## src/bba_pkg.sv

```systemverilog
// constants shared by the decimal byte adder files
package bba_pkg;
    // register byte addresses on the bus
    localparam logic [7:0] BBA_CTRL_OFS    = 8'h00;
    localparam logic [7:0] BBA_OPER_OFS    = 8'h04;
    localparam logic [7:0] BBA_CMD_OFS     = 8'h08;
    localparam logic [7:0] BBA_RESULT_OFS  = 8'h0C;
    localparam logic [7:0] BBA_STATUS_OFS  = 8'h10;
    localparam logic [7:0] BBA_MASK_OFS    = 8'h14;
    // control register fields
    localparam int BBA_CTRL_W         = 11;
    localparam int BBA_LHI_GATE_BIT   = 0;
    localparam int BBA_LLO_GATE_BIT   = 1;
    localparam int BBA_RHI_GATE_BIT   = 2;
    localparam int BBA_RLO_GATE_BIT   = 3;
    localparam int BBA_HI_DEC_BIT     = 4;
    localparam int BBA_LO_DEC_BIT     = 5;
    localparam int BBA_HI_COMP_BIT    = 6;
    localparam int BBA_LO_COMP_BIT    = 7;
    localparam int BBA_HI_BIN_BIT     = 8;
    localparam int BBA_LO_BIN_BIT     = 9;
    localparam int BBA_INV_SIGN_BIT   = 10;
    localparam logic [BBA_CTRL_W-1:0] BBA_CTRL_RST = 11'h000;
    // operand register fields
    localparam int BBA_OPER_LEFT_LSB  = 0;
    localparam int BBA_OPER_RIGHT_LSB = 8;
    localparam int BBA_OPER_LPAR_BIT  = 16;
    localparam int BBA_OPER_RPAR_BIT  = 17;
    localparam logic [17:0] BBA_OPER_RST = 18'h00000;
    // command register bits
    localparam int BBA_CMD_GO_BIT     = 0;
    localparam int BBA_CMD_CLR_BIT    = 1;
    localparam int BBA_CMD_SET_BIT    = 2;
    // result register fields
    localparam int BBA_RES_CARRY_BIT  = 8;
    localparam int BBA_RES_HCY_BIT    = 9;
    localparam int BBA_RES_LCY_BIT    = 10;
    // status and mask layout
    localparam int BBA_EVT_W          = 2;
    localparam int BBA_EVT_DONE_BIT   = 0;
    localparam int BBA_EVT_HS_BIT     = 1;
    localparam logic [BBA_EVT_W-1:0] BBA_EVT_RST = 2'h0;
    // excess-six correction value
    localparam logic [3:0] BBA_SIX = 4'h6;
endpackage : bba_pkg

```

## src/bba_adder.sv

```systemverilog
// decimal/binary byte adder with carry trigger, behind an ahb-lite slave
//
// Behaviour
// - eight-bit binary adder, two eight-bit inputs, result held in output latches.
// - carry out of top position stored; used as carry in for next byte.
// - positions 0-3 form high digit, 4-7 low digit, each gated independently.
// - left byte feeds adder directly; right byte only through plus-six stage.
// - usable as latched byte or digit pass path, binary or decimal, or adder.
// - binary pass-through leaves every data bit unchanged in the output latches while the carry trigger is clear; a set trigger adds one.
// - decimal-true digits get plus six, forcing carry when digit sum exceeds nine.
// - digit with carry out passes; digit without carry has six subtracted.
// - output correction only on digits gated decimal; binary digits uncorrected.
// - each right digit has own complement control inverting its four bits.
// - decimal subtraction adds no six; ones' complement serves both subtractions.
// - subtraction uses the same per-digit output correction as addition.
// - per-digit unaltered controls pass digit as is, mixable with decimal gating.
// - invert-sign flips only bit position seven of the right low digit.
// - each adder cycle compares half-sum parity to inverted input parity xor.
`timescale 1ns/100ps
`default_nettype none
module bba_adder
    import bba_pkg::*;
(
    input  wire logic        sys_clk,
    input  wire logic        rst_n,
    input  wire logic        clk_en,
    input  wire logic        hsel,
    input  wire logic [31:0] haddr,
    input  wire logic [1:0]  htrans,
    input  wire logic        hwrite,
    input  wire logic [2:0]  hsize,
    input  wire logic [31:0] hwdata,
    input  wire logic        hready,
    output logic      [31:0] hrdata,
    output logic             hreadyout,
    output logic             hresp,
    output logic             irq,
    output logic      [7:0]  sum_byte,
    output logic             carry_trigger
);
    logic [BBA_CTRL_W-1:0] ctrl_q;
    logic [17:0]           oper_q;
    logic [7:0]            result_q;
    logic                  carry_q;
    logic                  hcy_q;
    logic                  lcy_q;
    logic [BBA_EVT_W-1:0]  status_q;
    logic [BBA_EVT_W-1:0]  mask_q;
    logic                  op_go_q;
    logic                  wr_pend_q;
    logic [7:0]            wr_addr_q;
    logic [31:0]           hrdata_q;
    logic                  irq_q;
    logic                  addr_take;
    logic                  wr_data;
    logic [7:0]            left_byte;
    logic [7:0]            right_byte;
    logic [7:0]            corr_byte;
    logic                  lo_cout;
    logic                  hi_cout;
    logic                  hs_err;
    logic [BBA_EVT_W-1:0]  evt_set;
    logic [BBA_EVT_W-1:0]  evt_clr;
    logic [31:0]           rd_mux;

    // hsize is unused: only aligned whole-word transfers are served
    assign addr_take = clk_en && hsel && htrans[1] && hready;
    assign wr_data   = clk_en && wr_pend_q;

    // bit position 0 of the byte is the msb, so position 7 is verilog bit 0
    assign left_byte  = oper_q[BBA_OPER_LEFT_LSB +: 8];
    assign right_byte = {oper_q[BBA_OPER_RIGHT_LSB+7 : BBA_OPER_RIGHT_LSB+1],
                         oper_q[BBA_OPER_RIGHT_LSB] ^ ctrl_q[BBA_INV_SIGN_BIT]};

    // low digit (positions 4-7) takes the stored carry, high digit the low carry
    bba_digit #(.W(4)) u_low_digit (
        .left_digit   (left_byte[3:0]),
        .right_digit  (right_byte[3:0]),
        .left_gate    (ctrl_q[BBA_LLO_GATE_BIT]),
        .right_gate   (ctrl_q[BBA_RLO_GATE_BIT]),
        .decimal_true (ctrl_q[BBA_LO_DEC_BIT]),
        .complement   (ctrl_q[BBA_LO_COMP_BIT]),
        .unaltered    (ctrl_q[BBA_LO_BIN_BIT]),
        .carry_in     (carry_q),
        .sum_out      (corr_byte[3:0]),
        .carry_out    (lo_cout)
    );

    bba_digit #(.W(4)) u_high_digit (
        .left_digit   (left_byte[7:4]),
        .right_digit  (right_byte[7:4]),
        .left_gate    (ctrl_q[BBA_LHI_GATE_BIT]),
        .right_gate   (ctrl_q[BBA_RHI_GATE_BIT]),
        .decimal_true (ctrl_q[BBA_HI_DEC_BIT]),
        .complement   (ctrl_q[BBA_HI_COMP_BIT]),
        .unaltered    (ctrl_q[BBA_HI_BIN_BIT]),
        .carry_in     (lo_cout),
        .sum_out      (corr_byte[7:4]),
        .carry_out    (hi_cout)
    );

    // checked on the raw gate bytes; parity adjust for partial bytes is not modelled
    bba_hs_check #(.W(8)) u_hs_check (
        .left_byte    (left_byte),
        .right_byte   (oper_q[BBA_OPER_RIGHT_LSB +: 8]),
        .left_parity  (oper_q[BBA_OPER_LPAR_BIT]),
        .right_parity (oper_q[BBA_OPER_RPAR_BIT]),
        .hs_error     (hs_err)
    );

    // bus address phase
    always_ff @(posedge sys_clk) begin
        if (!rst_n) begin
            wr_pend_q <= 1'b0;
            wr_addr_q <= 8'h00;
        end else if (clk_en) begin
            wr_pend_q <= addr_take && hwrite;
            if (addr_take) begin
                wr_addr_q <= haddr[7:0];
            end
        end
    end

    always_comb begin
        rd_mux = 32'h0000_0000;
        case (haddr[7:0])
            BBA_CTRL_OFS:   rd_mux[BBA_CTRL_W-1:0] = ctrl_q;
            BBA_OPER_OFS:   rd_mux[17:0] = oper_q;
            BBA_RESULT_OFS: rd_mux[10:0] = {lcy_q, hcy_q, carry_q, result_q};
            BBA_STATUS_OFS: rd_mux[BBA_EVT_W-1:0] = status_q;
            BBA_MASK_OFS:   rd_mux[BBA_EVT_W-1:0] = mask_q;
            default:        rd_mux = 32'h0000_0000;
        endcase
    end

    always_ff @(posedge sys_clk) begin
        if (!rst_n) begin
            hrdata_q <= 32'h0000_0000;
        end else if (addr_take && !hwrite) begin
            hrdata_q <= rd_mux;
        end
    end

    // zero-wait slave, response always okay
    always_ff @(posedge sys_clk) begin
        if (!rst_n) begin
            hreadyout <= 1'b0;
            hresp     <= 1'b0;
        end else begin
            hreadyout <= 1'b1;
            hresp     <= 1'b0;
        end
    end

    // software registers
    always_ff @(posedge sys_clk) begin
        if (!rst_n) begin
            ctrl_q <= BBA_CTRL_RST;
            oper_q <= BBA_OPER_RST;
            mask_q <= BBA_EVT_RST;
        end else if (wr_data) begin
            if (wr_addr_q == BBA_CTRL_OFS) begin
                ctrl_q <= hwdata[BBA_CTRL_W-1:0];
            end
            if (wr_addr_q == BBA_OPER_OFS) begin
                oper_q <= hwdata[17:0];
            end
            if (wr_addr_q == BBA_MASK_OFS) begin
                mask_q <= hwdata[BBA_EVT_W-1:0];
            end
        end
    end

    // a command write with the go bit set starts exactly one adder cycle on the next edge
    always_ff @(posedge sys_clk) begin
        if (!rst_n) begin
            op_go_q <= 1'b0;
        end else if (clk_en) begin
            op_go_q <= wr_data && (wr_addr_q == BBA_CMD_OFS) && hwdata[BBA_CMD_GO_BIT];
        end
    end

    // output latches and carry trigger; clear/preset lands before a go in the same write
    always_ff @(posedge sys_clk) begin
        if (!rst_n) begin
            result_q <= 8'h00;
            carry_q  <= 1'b0;
            hcy_q    <= 1'b0;
            lcy_q    <= 1'b0;
        end else if (clk_en) begin
            if (op_go_q) begin
                result_q <= corr_byte;
                carry_q  <= hi_cout;
                hcy_q    <= hi_cout;
                lcy_q    <= lo_cout;
            end else if (wr_data && (wr_addr_q == BBA_CMD_OFS)) begin
                if (hwdata[BBA_CMD_SET_BIT]) begin
                    carry_q <= 1'b1;
                end else if (hwdata[BBA_CMD_CLR_BIT]) begin
                    carry_q <= 1'b0;
                end
            end
        end
    end

    // sticky events, write one to clear, a new event beats its own clear
    always_comb begin
        evt_set = '0;
        evt_set[BBA_EVT_DONE_BIT] = op_go_q;
        evt_set[BBA_EVT_HS_BIT]   = op_go_q && hs_err;
        evt_clr = (wr_data && (wr_addr_q == BBA_STATUS_OFS)) ? hwdata[BBA_EVT_W-1:0] : '0;
    end

    always_ff @(posedge sys_clk) begin
        if (!rst_n) begin
            status_q <= BBA_EVT_RST;
            irq_q    <= 1'b0;
        end else if (clk_en) begin
            status_q <= (status_q & ~evt_clr) | evt_set;
            irq_q    <= |(status_q & mask_q);
        end
    end

    assign hrdata        = hrdata_q;
    assign irq           = irq_q;
    assign sum_byte      = result_q;
    assign carry_trigger = carry_q;

    logic pass_cfg;
    logic bin_cfg;
    logic dec_cfg;
    assign pass_cfg = (ctrl_q[3:0] == 4'h3) && !ctrl_q[BBA_LO_DEC_BIT] && !ctrl_q[BBA_HI_DEC_BIT];
    assign bin_cfg  = (ctrl_q == 11'h30F);
    assign dec_cfg  = (ctrl_q == 11'h03F) && (left_byte[3:0] < 4'hA)
                      && (oper_q[11:8] < 4'hA);
endmodule : bba_adder
`default_nettype wire

```

## src/bba_digit.sv

```systemverilog
// one four-bit digit slice: true/complement plus six stage, adder, decimal correction
`timescale 1ns/100ps
`default_nettype none
module bba_digit
    import bba_pkg::*;
#(
    parameter int W = 4
) (
    input  wire logic [W-1:0] left_digit,
    input  wire logic [W-1:0] right_digit,
    input  wire logic         left_gate,
    input  wire logic         right_gate,
    input  wire logic         decimal_true,
    input  wire logic         complement,
    input  wire logic         unaltered,
    input  wire logic         carry_in,
    output logic [W-1:0]      sum_out,
    output logic              carry_out
);
    logic [W-1:0] la;
    logic [W-1:0] rb;
    logic [W-1:0] six;
    logic [W:0]   total;
    always_comb begin
        la  = left_gate ? left_digit : '0;
        // unaltered wins over complement so a sign digit is never touched
        rb  = !right_gate ? '0 : (complement && !unaltered) ? ~right_digit : right_digit;
        // no plus six while complementing: ones' complement already equals nines' plus six
        six = (right_gate && decimal_true && !complement && !unaltered) ? BBA_SIX : '0;
        total = {1'b0, la} + {1'b0, rb} + {1'b0, six} + {{W{1'b0}}, carry_in};
        carry_out = total[W];
        // only digits gated decimal are corrected; a carry means the sum is right
        if (decimal_true && !unaltered && !total[W]) begin
            sum_out = total[W-1:0] - BBA_SIX;
        end else begin
            sum_out = total[W-1:0];
        end
    end
endmodule : bba_digit
`default_nettype wire

```

## src/bba_hs_check.sv

```systemverilog
// half-sum parity check of the two input bytes
`timescale 1ns/100ps
`default_nettype none
module bba_hs_check #(
    parameter int W = 8
) (
    input  wire logic [W-1:0] left_byte,
    input  wire logic [W-1:0] right_byte,
    input  wire logic         left_parity,
    input  wire logic         right_parity,
    output logic              hs_error
);
    logic hs_parity;
    always_comb begin
        // odd parity bit of the half sum against the complement of the input parity xor
        hs_parity = ~(^(left_byte ^ right_byte));
        hs_error  = (hs_parity != ~(left_parity ^ right_parity));
    end
endmodule : bba_hs_check
`default_nettype wire

```

## config.mk

```make
export PLATFORM = sky130hd
export DESIGN_NAME = bba_adder
export DESIGN_NICKNAME = d
export VERILOG_FILES = /design/src/bba_pkg.sv /design/src/bba_adder.sv /design/src/bba_digit.sv /design/src/bba_hs_check.sv
export SDC_FILE = /design/constraint.sdc
export NUM_CORES = 1
export LEC_CHECK = 0
export BUFFER_PORTS_ARGS = -buffer_cell sky130_fd_sc_hd__buf_2
export CORE_MARGIN = 5
export CORE_UTILIZATION = 38
export CTS_CLUSTER_DIAMETER = 40
export DETAILED_ROUTE_END_ITERATION = 8
export MAX_ROUTING_LAYER = met4
export PLACE_DENSITY = 0.72
export SLEW_MARGIN = 30
export SYNTH_ARGS = -nofsm -noshare
export SYNTH_HDL_FRONTEND = slang
export SYNTH_HIERARCHICAL = 1
export SYNTH_SLANG_ARGS = --single-unit
```

## constraint.sdc

```tcl
create_clock -name sys_clk -period 5 [get_ports sys_clk]
set_input_delay 0.5 -clock sys_clk [delete_from_list [all_inputs] [get_ports sys_clk]]
set_output_delay 0.5 -clock sys_clk [all_outputs]
set_load 0.005 [all_outputs]
```

==> results of run 1 <==
## what timing repair did
action	in CTS	in global routing
buffers inserted	0	0
setup endpoints to repair	0	1
gates resized for setup	0	1
endpoints found under the hold margin	0	0
## sequential cells by signal (all words and copies together), names as in the netlist
signal / count
wr_addr_q: 8
oper_q: 18
lcy_q: 1
carry_trigger: 1
hcy_q: 1
hreadyout: 1
sum_byte: 8
status_q: 2
mask_q: 2
ctrl_q: 11
wr_pend_q: 1
op_go_q: 1
hrdata: 18
irq: 1
## final timing paths
kind                                  from     endpoint  cells past startpoint
worst max-delay path             ctrl_q[9]  sum_byte[6]                     19
worst min-delay path            hwdata[11]   oper_q[11]                      3
worst max register to register   ctrl_q[9]  sum_byte[6]                     19
worst min register to register       lcy_q        lcy_q                      2
## synth_stat cells, types with 5 or more instances
library cell  instances  share of area
nand3_1              12          0.014
clkbuf_1             18          0.016
xnor2_1              20          0.042
nand2b_1              5         0.0075
nand2_1              50          0.045
xor2_1               11          0.023
o221ai_1              5          0.011
mux2_2                6          0.016
buf_4                15          0.027
mux2i_1              35          0.084
a21oi_1              25          0.030
inv_1                25          0.023
fa_1                  8          0.038
ha_1                 10          0.030
nor2_1               49          0.044
nor2b_1               5         0.0075
dfxtp_1              74           0.36
and2_1               10          0.015
a22oi_1              18          0.032
## cell usage in the layout (no fill, tap or decap), types with 3 or more instances in the layout
| cell type | count |
|---|---|
| nor2_1 | 49 |
| fa_1 | 8 |
| xor2_1 | 11 |
| nand2_1 | 50 |
| ha_1 | 10 |
| nand3_1 | 12 |
| o21ai_0 | 3 |
| a2bb2oi_1 | 3 |
| xnor2_1 | 20 |
| mux2i_1 | 35 |
| buf_4 | 3 |
| bufinv_16 | 3 |
| dfxtp_1 | 74 |
| nor2b_1 | 5 |
| nor4_1 | 3 |
| and2_1 | 10 |
| a21oi_1 | 24 |
| o221ai_1 | 5 |
| nor4_4 | 3 |
| nand2b_1 | 5 |
| buf_2 | 61 |
| inv_1 | 25 |
| a22oi_1 | 18 |
| conb_1 | 15 |
| mux2_2 | 6 |
| clkbuf_8 | 9 |
## power by group through the flow
stage	Clock [mW]	Sequential, mW	Combinational [mW]
after floorplan	0	0.607	0.0400
after global placement	0	0.608	0.0544
after detailed placement	0	0.608	0.0565
after CTS	0.575	0.594	0.0566
after global routing	0.603	0.594	0.0625
final	0.563	0.594	0.0570
## through the flow
stage,cell area (um2),power [mW],std cells,hold slack (ps),worst slack (ps)
2_1_floorplan,4220,0.647,476,436,676
3_3_place_gp,4480,0.662,641,443,382
3_5_place_dp,4480,0.664,641,452,332
4_1_cts,4720,1.23,657,368,292
5_1_grt,4730,1.26,658,390,63.4
6_report,4730,1.21,658,386,307
## cell families (layout without fill, tap and decap cells)
kind of cell | after synthesis | after routing | share of synthesized area
XOR/XNOR | 33 | 33 | 0.0745
multiplexers | 43 | 43 | 0.108
AND/OR/NAND/NOR | 159 | 159 | 0.193
other | 1 | 15 | 0.000900
buffers and inverters | 64 | 106 | 0.0802
flip-flops | 74 | 74 | 0.356
AO/OA/AOI/OAI | 70 | 70 | 0.120
adder cells (fa/ha/maj) | 18 | 18 | 0.0685
## worst register-to-register path, cell delays in order (launching register included)
cell	delay (ps)
dfxtp_1	360
nand2b_1	240
or3b_1	420
fa_1	550
inv_1	70
ha_1	310
a21o_1	230
a21oi_2	170
xnor2_1	180
inv_1	100
fa_1	420
inv_1	70
ha_1	160
inv_1	50
fa_1	470
inv_1	50
ha_1	290
mux2_4	270
nand2_1	60
a21oi_1	70
## layout make-up
| type | instances | area share |
|---|---|---|
| well taps | 140 | 0.0370 |
| clock inverters | 6 | 0.0241 |
| clock buffers | 10 | 0.0270 |
| flip-flops and latches | 74 | 0.313 |
| inverters | 26 | 0.0211 |
| repair buffers | 64 | 0.0693 |
| multi-input cells | 338 | 0.509 |
## routing by layer
metal	global-route usage	wire length, um	vias to the layer above
li1	-	-	1647
met4	0.0579	156	0
met2	0.255	4820	102
met3	0.0317	795	15
met1	0.214	4650	1618
met5	-	0	-
==> flow_summary.toml, run 1 <==
[run_status]
status = "complete, no violations"

[detailed_routing]
firstDrtPassIters = 4
wl_um = 10400
drtIter0Drc = 222
detail_route.wl_per_cell_um = 15.8
vias = 3382
detail-route-antenna-nets = 0
vias_per_cell = 5.14
drc = 0

[timing]
fin_setup_tns_ps = 0
finalClockSkew_ps = 11.1
fin_crit_sh = 0.939
hold_viol = 0
max_slew_margin = 0.475
finalSetupViolCount = 0
rsz0062_at_grt = "false"
fmax_mhz = 213
finalCriticalPeriod_ps = 4690
slew_violations = 0
worst_slew_pin_slew_ps = 786

[clock_network]
clock-sinks = 74
cts_buffers = 9
cts_max_path_buffers = 2
cts_root_buf = "clkbuf_8"
cts_tree = "done"
clock_latency_ps = 350
holdBufCountCts = 0
cts_max_level = 3
clkTransAtPathRegs_ps = 80

[layout]
drive_gt1_frac = 0.201
layout.nets = 606
multi_input_area_um2 = 2410
fillers = 1024
fin_util = 0.439
register_area_um2 = 1480
antennaDiodeCount = 0
syn_to_final_growth_pct = 13.6

[synth]
synth_flop_cell = "dfxtp_1"
netlist_area_um2 = 4170
yosysWarnings = 6
synth_cells = 462
syn_avg_cell_area_um2 = 9.02
yosysSeqAreaShare = 0.356
ys_ff_latch = 74
synth_async_sr_flop_share = 0
synth.distinct_cells = 60
synth-edff-count = 0

[global_routing]
groute.usage.overall = 0.164
antenna_found_initial = 0
grt_pass1_vias = 3344
grt_max_degree = 65
grt_overflow_total = 0
grt_pass1_wl_um = 16700

[floorplan]
die_y_um = 115
start_util = 0.386
core_area_um2 = 10800
row_count = 38
die-area_um2 = 13200
die_x_um = 115
ios = 119

[power]
peakVddDrop_v = 0.000193
p_leak_nw = 1.94
power_per_cell_area_nw_per_um2 = 256
combPwrFrac = 0.047
p_seq_frac = 0.489
p_switching_uw = 270
internal_power_uw = 943
sw_frac_of_total = 0.223
p_clk_frac = 0.464

[placement]
port_buffers = 61
routabilityCongestion = 0.873
hpwl_um = 7910

[setup_path]
crit_chain = "nand2b_1 > or3b_1 > fa_1 > inv_1 > ha_1 > a21o_1 > a21oi_2 > xnor2_1 > inv_1 > fa_1 > inv_1 > ha_1 > inv_1 > fa_1 > inv_1 > ha_1 > mux2_4 > nand2_1 > a21oi_1"
start_kind = "register"
end_kind = "register"
required_ps = 5210
crit_top_cell = "inv_1"
cpMaxStageDelayCell = "fa_1"
worstPathArrival_ps = 4900
rrSetupSlack_ps = 310
crit_fanout = 4
criticalPathCategory = "register to register"
max_stage_delay_ps = 550
worst-path-buf-inv = 5
critPathTopFamily = "adder cells"

[hold_path]
hold_path.class = "primary input to register"

[run]
drv_cap = 0
Note: power is estimated with default switching activity, not from simulation.
==> run 2, diff against run 1 <==
Clock period 5 ns to 4.7 ns, I/O delays scaled along.
==> flow_summary.toml, run 2 (same netlist as run 1, synthesis figures left out) <==
[timing]
hold_viol = 0
finalClockSkew_ps = 15.1
max_slew_margin = 0.458
worst_slew_pin_slew_ps = 813
fmax_mhz = 219
timing.hold.ws_ps = 356
finalSetupViolCount = 0
slew_violations = 0
finalCriticalPeriod_ps = 4570
fin_crit_sh = 0.972

[setup_path]
critPathTopFamily = "adder cells"
criticalPathCategory = "register to register"
required_ps = 4900
crit_fanout = 4
worstPathArrival_ps = 4770
start_kind = "register"
end_kind = "register"
cpMaxStageDelayCell = "fa_1"
crit_chain = "nand2b_4 > or3b_4 > fa_1 > inv_1 > ha_1 > a21o_1 > a21oi_2 > xnor2_1 > inv_1 > fa_1 > inv_1 > ha_1 > inv_1 > fa_1 > inv_1 > ha_1 > mux2_4 > nand2_1 > a21oi_1"
crit_top_cell = "inv_1"
worst-path-buf-inv = 5
max_stage_delay_ps = 550

[floorplan]
start_util = 0.386
ios = 119
die_y_um = 115
die-area_um2 = 13200
core_area_um2 = 10800
die_x_um = 115
row_count = 38

[layout]
final_cell_mix = "73 x dfxtp_1, 61 x buf_2, 50 x nand2_1"
layout.nets = 612
layout_commonest_cell = "dfxtp_1"
drive_gt1_frac = 0.218
fin_util = 0.439
syn_to_final_growth_pct = 13.7
antennaDiodeCount = 0
fillers = 1034

[placement]
hpwl_um = 8020
routabilityCongestion = 0.887
port_buffers = 61

[hold_path]
hold_path.class = "primary input to register"

[power]
power_per_cell_area_nw_per_um2 = 243
p_leak_nw = 1.95
peakVddDrop_v = 0.000150

[detailed_routing]
detail-route-antenna-nets = 0
vias_per_cell = 5.19
detail_route.wl_per_cell_um = 15.9
wl_um = 10600
drtIter0Drc = 276
drc = 0
vias = 3445
firstDrtPassIters = 5

[clock_network]
cts_tree = "done"
cts_root_buf = "clkbuf_8"
cts_buffers = 9
cts_max_level = 3
clkTransAtPathRegs_ps = 80
clock_latency_ps = 350
cts_max_path_buffers = 2
clock-sinks = 74

[global_routing]
grt_pass1_vias = 3308
grt_max_degree = 65
grt_overflow_total = 0
grt_pass1_wl_um = 16600
antenna_found_initial = 0
groute.usage.overall = 0.163

[run_status]
status = "complete, no violations"

[run]
drv_cap = 0
[run 2: cell count changes in the layout (fill, tap and decap cells not counted)]
cell and change:
buf_4 +6, bufinv_16 -3, clkbuf_1 -1, clkbuf_8 +1
clkinv_4 +3, dfxtp_1 -1, dfxtp_2 +1, nand2b_1 -1
nand2b_4 +1, or3b_1 -1, or3b_4 +1
[run 2: worst reg2reg max path, stage by stage, from the launching register on]
cell      delay, ps
dfxtp_2         360
nand2b_4        150
or3b_4          390
fa_1            550
inv_1            50
ha_1            320
a21o_1          240
a21oi_2         160
xnor2_1         180
inv_1           110
fa_1            420
inv_1            70
ha_1            150
inv_1            50
fa_1            470
inv_1            50
ha_1            290
mux2_4          260
nand2_1          70
a21oi_1          70
[run 2: layout make-up]
| cell class | count | area [um2] | share of cell area |
|---|---|---|---|
| well taps | 140 | 175 | 0.0370 |
| multi-input cells | 338 | 2420 | 0.510 |
| clock inverters | 6 | 50.0 | 0.0106 |
| flip-flops and latches | 74 | 1480 | 0.313 |
| clock buffers | 10 | 138 | 0.0291 |
| repair buffers | 70 | 373 | 0.0787 |
| inverters | 26 | 100 | 0.0211 |
[run 2: repair_timing]
item / CTS / global route
buffers inserted: 0 / 1
hold buffers: 0 / 0
endpoints found under the setup margin: 0 / 2
gates resized for setup: 0 / 4
[run 2: final timing paths]
kind                            startpoint           to  slack [ps]  depth (start not counted)
worst max-delay path             ctrl_q[9]  sum_byte[6]         130                         19
worst max register to register   ctrl_q[9]  sum_byte[6]         130                         19
worst min-delay path            hwdata[12]   oper_q[12]         360                          3
worst min register to register       hcy_q        hcy_q         460                          2
[run 2: routing by layer]
| layer | part of all wire | global-route usage | vias up |
|---|---|---|---|
| met3 | 0.063 | 0.0280 | 13 |
| met1 | 0.46 | 0.213 | 1632 |
| met2 | 0.47 | 0.260 | 146 |
| met4 | 0.013 | 0.0462 | 0 |
| li1 | - | - | 1654 |
| met5 | 0 | - | - |
[run 2: per-stage QoR]
stage | total power [mW] | TNS [ps] | cell area, um2 | setup slack [ps] | cells
after global placement | 0.704 | 0 | 4520 | 125 | 646
after floorplan | 0.688 | 0 | 4220 | 376 | 476
final | 1.15 | 0 | 4740 | 131 | 664
after detailed placement | 0.706 | 0 | 4520 | 52.4 | 646
after CTS | 1.16 | 0 | 4710 | 25.9 | 662
after global routing | 1.20 | -16.7 | 4740 | -16.7 | 664
[run 2: power by group]
group	switching (mW)	internal [mW]	leakage, nW	total (mW)
clock network	0.247	0.210	0.0891	0.457
logic	0.0414	0.0199	1.26	0.0612
registers	0.00277	0.629	0.597	0.632
==> run 3, diff against run 2 <==
Settings changed: CTS_BUF_LIST set to sky130_fd_sc_hd__clkbuf_4.
==> flow_summary.toml, run 3 (same netlist as run 1, synthesis figures left out) <==
[setup_path]
start_kind = "register"
crit_fanout = 4
rrSetupSlack_ps = 140
criticalPathCategory = "register to register"
worstReg2RegStart = "ctrl_q[9]"
end_kind = "register"
r2r_cells = 19
worstPathArrival_ps = 4850
timing.rr.end = "sum_byte[6]"
cp-startpoint = "ctrl_q[9]"
required_ps = 4980

[timing]
fin_ws_ps = 137
slew_violations = 0
finalCriticalPeriod_ps = 4560
fin_crit_sh = 0.971
timing.hold.ws_ps = 272
fmax_mhz = 219
hold_viol = 0
fin_setup_tns_ps = 0
max_slew_margin = 0.461
finalSetupViolCount = 0
rsz0062_at_grt = "false"
finalClockSkew_ps = 25.3
worst_slew_pin_slew_ps = 808

[global_routing]
antenna_found_initial = 0
grt_pass1_wl_um = 16500
grt_overflow_total = 0
grt_max_degree = 65
grt_pass1_vias = 3307
groute.usage.overall = 0.163

[detailed_routing]
drc = 0
vias = 3451
firstDrtPassIters = 5
vias_per_cell = 5.20
drtIter0Drc = 273
detail-route-antenna-nets = 0
wl_um = 10500
detail_route.wl_per_cell_um = 15.8

[layout]
syn_to_final_growth_pct = 12.1
final_cell_mix = "73 x dfxtp_1, 61 x buf_2, 50 x nand2_1"
fin_util = 0.433
drive_gt1_frac = 0.216
layout.nets = 612
antennaDiodeCount = 0
layout_commonest_cell = "dfxtp_1"

[floorplan]
die_y_um = 115
ios = 119
start_util = 0.386
core_area_um2 = 10800
die-area_um2 = 13200
row_count = 38
die_x_um = 115

[placement]
hpwl_um = 8020
routabilityCongestion = 0.887
pre_cts_ws_ps = 52.4
port_buffers = 61

[power]
peakVddDrop_v = 0.000192
power_per_cell_area_nw_per_um2 = 224
p_leak_nw = 1.93
total_power_mw = 1.04

[hold_path]
hold_path.class = "primary input to register"
hold_path_depth = 3
hold_path_end = "oper_q[12]"
min_from = "hwdata[12]"

[run_status]
status = "complete, no violations"

[clock_network]
cts_max_path_buffers = 2
clock-sinks = 74
cts_buffers = 9
clkTransAtPathRegs_ps = 130
cts_tree = "done"
clock_latency_ps = 430
cts_max_level = 3
cts_root_buf = "clkbuf_4"

[run]
drv_cap = 0
==> run 3: cell count changes in the layout (fill, tap and decap cells not counted), sizes merged <==
cell    previous run  this run
clkbuf            10         9
clkinv             3         4
==> run 3: layout make-up <==
class	count	area (um2)
tap	140	175
fill	1037	6120
clock inverter	7	53.8
timing repair buffer	70	373
multi-input combinational	338	2420
clock buffer	9	67.6
sequential	74	1480
inverter	26	100
==> run 3: report_power, final <==
group / leakage, nW / switching [mW] / internal, mW
clock network: 0.0602 / 0.240 / 0.111
registers: 0.597 / 0.00275 / 0.630
logic: 1.27 / 0.0414 / 0.0198
==> run 3: layer usage <==
metal / vias to the layer above / track usage / part of all wire
met5: - / - / 0
met4: 0 / 0.0509 / 0.016
met3: 15 / 0.0312 / 0.059
met2: 126 / 0.257 / 0.46
met1: 1646 / 0.212 / 0.46
li1: 1664 / - / -
==> run 3: worst max-delay path by stage <==
stage / to / cells after the start
after detailed placement: sum_byte[6] / 19
after global routing: sum_byte[7] / 20
after global placement: sum_byte[6] / 19
final: sum_byte[6] / 19
after floorplan: sum_byte[6] / 21
after CTS: sum_byte[6] / 19
==> run 3: critical path, stage by stage, from the launching register on <==
cell and delay (ps):
dfxtp_2 380, nand2b_1 190, or3b_4 400, fa_1 550
inv_1 50, ha_1 310, a21o_1 220, a21oi_2 190
xnor2_2 150, inv_1 90, fa_1 410, inv_1 70
ha_1 150, inv_1 50, fa_1 470, inv_1 50
ha_1 290, mux2_4 260, nand2_1 70, a21oi_1 70
==> run 3: per-stage QoR <==
stage	std cells	cell area [um2]
after floorplan	476	4220
after detailed placement	646	4520
after global placement	646	4520
after CTS	662	4640
final	664	4670
after global routing	664	4670
==> run 3: repair_timing <==
item / 4_1_cts / 5_1_grt
resized for setup: 0 / 4
hold buffers: 0 / 0
setup endpoints to repair: 0 / 2
setup buffers: 0 / 1
